### src/inc/rst_seq_defines.svh
// constants for the reset and standby sequencer
// assumes the bus clock is the block clock; times are in bus clock units
`ifndef RST_SEQ_DEFINES_SVH
`define RST_SEQ_DEFINES_SVH

// internal io address and reset value of standby_control
`define STANDBY_CONTROL_ADDR 8'h16
`define STANDBY_CONTROL_RESET 8'h00

// release to first fetch, in half bus clock cycles (3.5 cycles)
`define FETCH_DELAY_HALF 7
// release to first io clock rise, in half bus clock cycles (11.5 cycles)
`define IO_SIDE_CLOCK_EDGE_HALF 23
// least io clock low time before its first rise, in bus clock cycles
`define IO_SIDE_CLOCK_LOW_MIN_CYC 4
// least reset pulse the far side must give, in bus clock cycles
`define RESET_MIN_CYC 10

// whole posedge cycles after the half cycle of falling-edge sampling
`define FETCH_CYC ((`FETCH_DELAY_HALF - 1) / 2)
`define IO_SIDE_CLOCK_CYC ((`IO_SIDE_CLOCK_EDGE_HALF - 1) / 2)

`endif

### src/inc/rst_seq_pkg.sv
// types shared by the reset and standby sequencer files
// assumes rst_seq_defines.svh supplies the numeric constants
package rst_seq_pkg;

  typedef enum logic [2:0] {
    ST_RESET   = 3'b000,
    ST_STARTUP = 3'b001,
    ST_RUN     = 3'b010,
    ST_GRANT   = 3'b011,
    ST_STANDBY = 3'b100,
    ST_WARMUP  = 3'b101,
    ST_STOPPED = 3'b110
  } seq_state_t;

  // standby_control layout, msb first
  typedef struct packed {
    logic wake_by_request;
    logic [1:0] rsvd;
    logic standby_en;
    logic request_exit_dis;
    logic [2:0] warmup_select;
  } standby_control_t;

  // wake and request pins, all active low
  typedef struct packed {
    logic bus_request_in;
    logic nmi_in;
    logic [3:0] maskable_irq_inputs;
  } wake_pins_t;

endpackage

### src/design/reset_and_standby_sequencer.sv
// reset qualification, start-up timing and standby control of the core
// assumes clk is the bus clock and the core drives the request inputs
`timescale 1ns/1ps
`include "rst_seq_defines.svh"
module reset_and_standby_sequencer #(
  parameter int WARMUP_BASE = 16,
  parameter int IO_HALF_PERIOD = 2
) (
  // clock and power-on reset
  input wire logic clk,
  input wire logic rst,
  // reset pin, asynchronous, active low
  input wire logic reset_in_n,
  // wake and request pins
  input rst_seq_pkg::wake_pins_t wake_pins_n,
  // core handshakes
  input wire logic sleep_instruction,
  input wire logic global_irq_enable_flag,
  input wire logic extended_mode_req,
  input wire logic refresh_enable_req,
  // internal io access
  input wire logic [7:0] io_addr,
  input wire logic [7:0] io_wdata,
  input wire logic io_wr,
  input wire logic io_rd,
  output logic [7:0] io_rdata,
  // bus and status outputs
  output logic bus_drive_en,
  output logic fetch_start,
  output logic bus_grant,
  output logic stopped_n,
  output logic cpu_run,
  output logic clock_gate_en,
  output logic io_side_clock,
  output logic in_standby,
  output logic refresh_enable,
  output logic extended_mode
);
  import rst_seq_pkg::*;

  seq_state_t state_reg, state_next;
  standby_control_t ctl_reg;
  logic reset_sync;
  logic [3:0] seq_cnt_reg;
  logic [7:0] io_div_reg;
  logic io_running_reg;
  logic fetched_reg;
  logic ief_at_entry_reg;
  logic wake_req_reg;
  logic warm_load;
  logic warm_done;
  logic req;
  logic nmi;
  logic irq_any;
  logic wake_now;
  logic hw_reset;

  // refused at elaboration: the divider count is eight bits wide
  if (IO_HALF_PERIOD < 1 || IO_HALF_PERIOD > 255) begin
    $error("IO_HALF_PERIOD out of range");
  end

  falling_edge_sync #(
    .STAGES(2)
  ) u_sync (
    .clk(clk),
    .rst(rst),
    .reset_in_n(reset_in_n),
    .reset_sync(reset_sync)
  );

  warmup_counter #(
    .BASE(WARMUP_BASE),
    .CW(12)
  ) u_warm (
    .clk(clk),
    .rst(hw_reset),
    .load(warm_load),
    .sel(ctl_reg.warmup_select),
    .done(warm_done)
  );

  assign hw_reset = rst | reset_sync;
  assign req = ~wake_pins_n.bus_request_in;
  assign nmi = ~wake_pins_n.nmi_in;
  assign irq_any = ~&wake_pins_n.maskable_irq_inputs;
  assign wake_now = nmi | (irq_any & ief_at_entry_reg)
    | (req & ~ctl_reg.request_exit_dis);
  assign warm_load = state_reg == ST_STANDBY && state_next == ST_WARMUP;

  // sequencing state
  always_comb begin
    state_next = state_reg;
    case (state_reg)
      ST_RESET: begin
        state_next = ST_STARTUP;
      end
      ST_STARTUP: begin
        if (seq_cnt_reg == 4'(`FETCH_CYC - 1)) begin
          state_next = req ? ST_GRANT : ST_RUN;
        end
      end
      ST_RUN: begin
        if (req) begin
          state_next = ST_GRANT;
        end else if (sleep_instruction) begin
          state_next = ctl_reg.standby_en ? ST_STANDBY : ST_STOPPED;
        end
      end
      ST_GRANT: begin
        if (!req) begin
          state_next = ST_RUN;
        end
      end
      ST_STANDBY: begin
        if (wake_now) begin
          state_next = ST_WARMUP;
        end
      end
      ST_WARMUP: begin
        if (warm_done) begin
          state_next = wake_req_reg ? ST_GRANT : ST_RUN;
        end
      end
      ST_STOPPED: begin
        if (nmi || (irq_any && global_irq_enable_flag)) begin
          state_next = ST_RUN;
        end
      end
      default: begin
        state_next = ST_RESET;
      end
    endcase
    if (reset_sync) begin
      state_next = ST_RESET;
    end
  end

  always_ff @(posedge clk) begin
    if (rst) begin
      state_reg <= ST_RESET;
    end else begin
      state_reg <= state_next;
    end
  end

  // release counter; stops counting and holds once the io clock is running
  always_ff @(posedge clk) begin
    if (rst || state_reg == ST_RESET) begin
      seq_cnt_reg <= '0;
    end else if (!io_running_reg) begin
      seq_cnt_reg <= seq_cnt_reg + 4'(1);
    end
  end

  // io clock held low through reset, then free-running divider
  always_ff @(posedge clk) begin
    if (rst || state_reg == ST_RESET) begin
      io_running_reg <= 1'b0;
      io_side_clock <= 1'b0;
      io_div_reg <= '0;
    end else if (!io_running_reg) begin
      if (seq_cnt_reg == 4'(`IO_SIDE_CLOCK_CYC - 1)) begin
        io_running_reg <= 1'b1;
        io_side_clock <= 1'b1;
      end
    end else if (io_div_reg == 8'(IO_HALF_PERIOD - 1)) begin
      io_div_reg <= '0;
      io_side_clock <= ~io_side_clock;
    end else begin
      io_div_reg <= io_div_reg + 8'(1);
    end
  end

  // bus and control outputs, registered from the next state; bus drive off in reset, start-up and grant
  always_ff @(posedge clk) begin
    if (rst) begin
      bus_drive_en <= 1'b0;
      fetch_start <= 1'b0;
      bus_grant <= 1'b0;
      stopped_n <= 1'b1;
      cpu_run <= 1'b0;
      clock_gate_en <= 1'b1;
      in_standby <= 1'b0;
      fetched_reg <= 1'b0;
    end else begin
      bus_drive_en <= state_next != ST_RESET && state_next != ST_GRANT
        && state_next != ST_STARTUP;
      fetch_start <= state_next == ST_RUN && !fetched_reg;
      fetched_reg <= state_next == ST_RESET ? 1'b0
        : (fetched_reg | (state_next == ST_RUN));
      bus_grant <= state_next == ST_GRANT;
      stopped_n <= state_next != ST_STOPPED;
      cpu_run <= state_next == ST_RUN;
      clock_gate_en <= state_next != ST_STANDBY
        && state_next != ST_WARMUP;
      in_standby <= state_next == ST_STANDBY;
    end
  end

  // wake bookkeeping
  always_ff @(posedge clk) begin
    if (hw_reset) begin
      ief_at_entry_reg <= 1'b0;
      wake_req_reg <= 1'b0;
    end else if (state_reg == ST_RUN && state_next == ST_STANDBY) begin
      ief_at_entry_reg <= global_irq_enable_flag;
    end else if (warm_load) begin
      // nmi or interrupt outranks a request as the wake cause
      wake_req_reg <= req && !nmi && !(irq_any && ief_at_entry_reg);
    end
  end

  // control registers: take reset values on hw_reset, like the wake bookkeeping and read data
  always_ff @(posedge clk) begin
    if (hw_reset) begin
      ctl_reg <= standby_control_t'(`STANDBY_CONTROL_RESET);
      refresh_enable <= 1'b0;
      extended_mode <= 1'b0;
    end else begin
      if (io_wr && io_addr == `STANDBY_CONTROL_ADDR) begin
        ctl_reg <= standby_control_t'({3'b000, io_wdata[4:0]});
      end
      if (refresh_enable_req) begin
        refresh_enable <= 1'b1;
      end
      if (extended_mode_req) begin
        extended_mode <= 1'b1;
      end
    end
  end

  // read returns the wake cause in the top bit
  always_ff @(posedge clk) begin
    if (hw_reset) begin
      io_rdata <= '0;
    end else if (io_rd && io_addr == `STANDBY_CONTROL_ADDR) begin
      io_rdata <= {wake_req_reg, 2'b00, ctl_reg[4:0]};
    end else begin
      io_rdata <= '0;
    end
  end
endmodule

### src/design/falling_edge_sync.sv
// falling-edge synchroniser for the asynchronous reset pin
// assumes clk is the bus clock; output is high while reset is asserted
`timescale 1ns/1ps
module falling_edge_sync #(
  parameter int STAGES = 2
) (
  // clock and power-on reset
  input wire logic clk,
  input wire logic rst,
  // pin and synchronised level
  input wire logic reset_in_n,
  output logic reset_sync
);
  logic [STAGES-1:0] chain_reg;

  // refused at elaboration: one stage passes metastability straight on
  if (STAGES < 2) begin
    $error("falling_edge_sync needs at least two stages");
  end

  // sampled on the falling edge so posedge logic sees a settled level
  always_ff @(negedge clk) begin
    if (rst) begin
      chain_reg <= '1;
    end else begin
      chain_reg <= {chain_reg[STAGES-2:0], ~reset_in_n};
    end
  end

  assign reset_sync = chain_reg[STAGES-1];
endmodule

### src/design/warmup_counter.sv
// oscillator warm-up timer for standby exit
// assumes load is a one-cycle pulse; done is a registered pulse
`timescale 1ns/1ps
module warmup_counter #(
  parameter int BASE = 16,
  parameter int CW = 12
) (
  // clock and reset
  input wire logic clk,
  input wire logic rst,
  // control
  input wire logic load,
  input wire logic [2:0] sel,
  output logic done
);
  logic [CW-1:0] cnt_reg;
  logic busy_reg;

  // refused at elaboration: the longest wait must fit the counter
  if (BASE < 1 || (BASE << 7) >= (1 << CW)) begin
    $error("warmup_counter BASE does not fit CW");
  end

  // wait grows by powers of two with the select field
  always_ff @(posedge clk) begin
    if (rst) begin
      cnt_reg <= '0;
      busy_reg <= 1'b0;
      done <= 1'b0;
    end else if (load) begin
      cnt_reg <= CW'(BASE << sel) - CW'(1);
      busy_reg <= 1'b1;
      done <= 1'b0;
    end else if (busy_reg && cnt_reg == '0) begin
      busy_reg <= 1'b0;
      done <= 1'b1;
    end else begin
      cnt_reg <= busy_reg ? cnt_reg - CW'(1) : cnt_reg;
      done <= 1'b0;
    end
  end
endmodule

### config.mk
export PLATFORM = sky130hd
export DESIGN_NAME = reset_and_standby_sequencer
export DESIGN_NICKNAME = d
export VERILOG_FILES = /design/src/inc/rst_seq_pkg.sv /design/src/design/reset_and_standby_sequencer.sv /design/src/design/falling_edge_sync.sv /design/src/design/warmup_counter.sv
export VERILOG_INCLUDE_DIRS = /design/src /design/src/inc
export SDC_FILE = /design/constraint.sdc
export NUM_CORES = 1
export LEC_CHECK = 0
export BUFFER_PORTS_ARGS = -buffer_cell sky130_fd_sc_hd__buf_2
export CORE_MARGIN = 4
export CORE_UTILIZATION = 55
export CTS_CLUSTER_DIAMETER = 200
export DETAILED_ROUTE_END_ITERATION = 6
export GPL_TIMING_DRIVEN = 0
export PLACE_DENSITY = 0.81
export SYNTH_ARGS = -nofsm -noshare
export SYNTH_HDL_FRONTEND = slang
export SYNTH_HIERARCHICAL = 1
export SYNTH_SLANG_ARGS = --single-unit
### constraint.sdc
create_clock -name clk -period 3.01 [get_ports clk]
set_input_delay 0.4515 -clock clk [delete_from_list [all_inputs] [get_ports clk]]
set_output_delay 0.4515 -clock clk [all_outputs]
set_load 0.005 [all_outputs]
# Word-level counts from Yosys, hierarchy flattened
# Index checks and enable logic that the tools add are counted.
op_classes:
  addsub: 4
  n_eq_ne: 21
  shift: 1
  muxes: 24
  bitwise_logic: 13
  n_reduce_logical: 32
ops:
  columns: ["operator", "n"]
  rows:
  - ["$mux 12", 3]
  - ["$mux 3", 8]
  - ["$pmux 3 s7", 1]
  - ["$eq 3x3->1 const B", 5]
  - ["$logic_and 1x1->1", 13]
  - ["$eq 3x2->1 const B", 4]
  - ["$logic_not 12->1", 1]
  - ["$shl 5x3->12 const A", 1]
  - ["$sub 12x1->12 const B", 1]
  - ["$sub 12x2->12 const B", 1]
  - ["$mux 1", 10]
  - ["$ne 3x3->1 const B", 3]
  - ["$add 8x1->8 const B", 1]
  - ["$eq 8x1->1 const B", 1]
  - ["$eq 8x5->1 const B", 1]
  - ["$mux 8", 1]
  - ["$not 1->1", 7]
  - ["$logic_not 3->1", 2]
  - ["$reduce_and 2->1", 3]
  - ["$reduce_bool 2->1", 3]
  - ["$reduce_or 2->1", 3]
  - ["$add 4x1->4 const B", 1]
  - ["$eq 4x2->1 const B", 1]
  - ["$eq 4x4->1 const B", 1]
  - ["11 further kinds", 19]
totals:
  regBits: 58
  input_bits: 31
  output_inout_bits: 18
  wordCells: 121

# Logic depth before layout (Yosys ltp)
logic_depth:
  depth_word: 12
  depth_mapped: 11
  depth_no_buf: 11

# Hierarchy
# Netlist, hierarchy kept.
by_module_without_submodules:
  columns: ["module", "n_inst", "cells_each", "area_each_um2", "seq_area_each_um2"]
  rows:
  - ["reset_and_standby_sequencer", 1, 189, 1775.5, 800.8]
  - ["warmup_counter", 1, 101, 857.1, 280.3]
  - ["falling_edge_sync", 1, 5, 56.3, 40.0]

==> flow_summary.yaml <==
yosys:
  synth.avg_cell_area_um2: 9.11
  mapped_cell_area_um2: 2690
  yosysMostFrequentCell: "sky130_fd_sc_hd__dfxtp_1"
  synth_top_cells_by_area: "sky130_fd_sc_hd__dfxtp_1 42%, sky130_fd_sc_hd__nor2_1 5.4%, sky130_fd_sc_hd__ha_1 3.3%"
  yosysSeqAreaShare: 0.417
  synthDominantAreaCellType: "sky130_fd_sc_hd__dfxtp_1"
  async_flop_share: 0
  synthDominantCellAreaShare: 0.417
  number_of_enable_type_register_cells_in_the_synthesized_netlist: 0
  ys.warnings.count: 6
  synth_ff_type: "sky130_fd_sc_hd__dfxtp_1"
  post_synth_num_cell_types: 62
  syn-instance-count: 295
  yosys-top-cells-count: "56 x sky130_fd_sc_hd__dfxtp_1, 39 x sky130_fd_sc_hd__nor2_1, 13 x sky130_fd_sc_hd__nand2_1"
  ys_ff_latch: 56
setup_path:
  slowest_delay_ps: 370
  wp_data_arrival_ps: 3190
  path_max_fanout: 13
  worst_ep_required_time_ps: 3250
  critPathLaunchType: "flip-flop"
  criticalPathCategory: "flip-flop to flip-flop"
  critical_path_cell_sequence: "nor2_2, inv_1, buf_4, clkbuf_4, a21o_1, a31oi_1"
  endpoint_kind: "flip-flop"
  crit_slowest_cell: "sky130_fd_sc_hd__dfxtp_4"
power_and_ir_drop:
  p_leak_uw: 0.00126
  power.density_cell_area_nw_per_um2: 379
  ir_worst_vdd_v: 0.000180
  total_power_uw: 1200
final_layout:
  final.fill_count: 388
  antennaDiodeCount: 0
  largest_register_ffs: 12
  multi_input_area_um2: 1480
  layout-drive-gt1-share: 0.265
  register_area_um2: 1120
  area.growth.synth_to_final_pct: 17.5
  final_net_count: 388
sta:
  rsz0062_at_grt: "true"
  report.final.hold_viol_count: 0
  totalNegativeSetupSlack_ps: 0
  finalSetupViolCount: 0
  max_slew.worst_pin.slew_ps: 775
  max-slew-margin-rel: 0.479
  fin_skew_ps: 59.6
  timing.final.max_slew_violations: 0
run:
  cap_viol_max_count: 0
floorplanning:
  die_area_um2: 6070
  placement_rows: 25
  initial_core_util: 0.569
  num_io_pins: 49
  core-area_um2: 4720
  die_h_um: 77.9
  die_x_um: 77.9
detailed_routing:
  vias: 2236
  drt-initial-drc-count: 121
  drtAntennaViolNets: 0
  detail_route.wirelength_um: 5360
  drc: 0
  vias_per_cell: 5.35
  detailedRoute.firstPassIterationCount: 4
  post_drt_wl_per_cell_um: 12.8
clock_tree:
  cts_tree: "done"
  cts-buffers-inserted: 5
  clock_tree.htree_level_count: 2
  path_clk_slew_ps: 100
  hold_buffers: 0
  tritoncts_num_sinks: 56
  latest_clock_arrival_within_the_worst_skew_pair_ps: 360
  maximum_buffer_depth_of_the_clock_tree: 2
  clock-root-buffer: "sky130_fd_sc_hd__clkbuf_8"
grt:
  gr-usage-all-layers: 0.181
  antenna_found_initial: 0
  number_of_global_route_vias_before_repair: 2138
  grt_first_pass_wirelength_um: 9110
  globalRouteOverflowTotal: 0
  grt_start_max_net_pins: 17
place:
  portBuffers: 43
  place_congestion: 0.791
  place_hpwl_um: 3820
worst_hold_path:
  min_path_type: "input pin to flip-flop"
outcome:
  outcome: "finished clean"
==> cell usage in the layout, fill, tap and decap left out, types with 8 or more instances in the layout <==
master                    count
sky130_fd_sc_hd__or3_1       11
sky130_fd_sc_hd__inv_1       12
sky130_fd_sc_hd__and2_1       8
sky130_fd_sc_hd__buf_2       45
sky130_fd_sc_hd__a21oi_1     12
sky130_fd_sc_hd__buf_4        8
sky130_fd_sc_hd__nor2_1      38
sky130_fd_sc_hd__nand2_1     13
sky130_fd_sc_hd__o21ai_0      8
sky130_fd_sc_hd__dfxtp_1     55
==> worst max-delay path, delay by kind of cell (launching register included) <==
kind	cells	cell delay, ps
buffers and inverters	3	490
flip-flops	1	370
AO/OA/AOI/OAI	2	300
AND/OR/NAND/NOR	1	160
==> what timing repair did <==
action	in CTS	in global routing
setup endpoints to repair	16	9
pin swaps	0	2
buffers inserted	0	4
gates resized for setup	11	8
endpoints found under the hold margin	0	0
==> area by class of cell <==
type / instances / area share
Buffer: 13 / 0.0301
Clock buffer: 5 / 0.0218
Tap cell: 67 / 0.0265
Multi-Input combinational cell: 215 / 0.470
Sequential cell: 56 / 0.356
Timing Repair Buffer: 46 / 0.0752
Clock inverter: 5 / 0.00752
Inverter: 11 / 0.0131
==> power by group <==
part           switching [µW]  total, µW  internal [µW]
logic                    19.0       41.1           22.1
registers                2.43        745            742
clock network             247        411            164
total                     269       1200            928
==> path summary, 6_finish.rpt <==
check,slack [ps],endpoint,start,cells after the start
max,60,u_warm/cnt_reg[6],u_sync/chain_reg[1],6
min,340,extended_mode,extended_mode_req,3
min reg2reg,420,u_sync/chain_reg[1],u_sync/chain_reg[0],1
max reg2reg,60,u_warm/cnt_reg[6],u_sync/chain_reg[1],6
==> cells by family after synthesis <==
| family | after synthesis | share of synthesized area |
|---|---|---|
| simple gates | 132 | 0.287 |
| flops | 56 | 0.417 |
| compound gates | 55 | 0.153 |
| buf+inv | 25 | 0.0442 |
| xor+xnor | 13 | 0.0423 |
| fa+ha+maj | 7 | 0.0326 |
| mux | 6 | 0.0223 |
| other cells | 1 | 0.00139 |
==> per-stage QoR <==
| stage | worst slack [ps] | hold WS, ps | utilization | instances | cell area [µm²] |
|---|---|---|---|---|---|
| floorplan | 38.2 | 383 | - | 296 | 2690 |
| global placement | -403 | 393 | 0.633 | 406 | 2990 |
| detailed placement | -425 | 398 | 0.633 | 406 | 2990 |
| CTS | 9.11 | 341 | 0.658 | 415 | 3110 |
| global route | -21.8 | 361 | 0.669 | 418 | 3160 |
| finish | 60.2 | 345 | 0.669 | 418 | 3160 |
==> metal layers <==
| metal | track usage | vias up | part of all wire |
|---|---|---|---|
| met1 | 0.216 | 1024 | 0.45 |
| met2 | 0.323 | 48 | 0.49 |
| met4 | 0.0507 | 0 | 0.013 |
| li1 | - | 1157 | - |
| met3 | 0.0441 | 7 | 0.050 |
| met5 | 0 | - | 0 |
(Power assumes the default switching activity.)
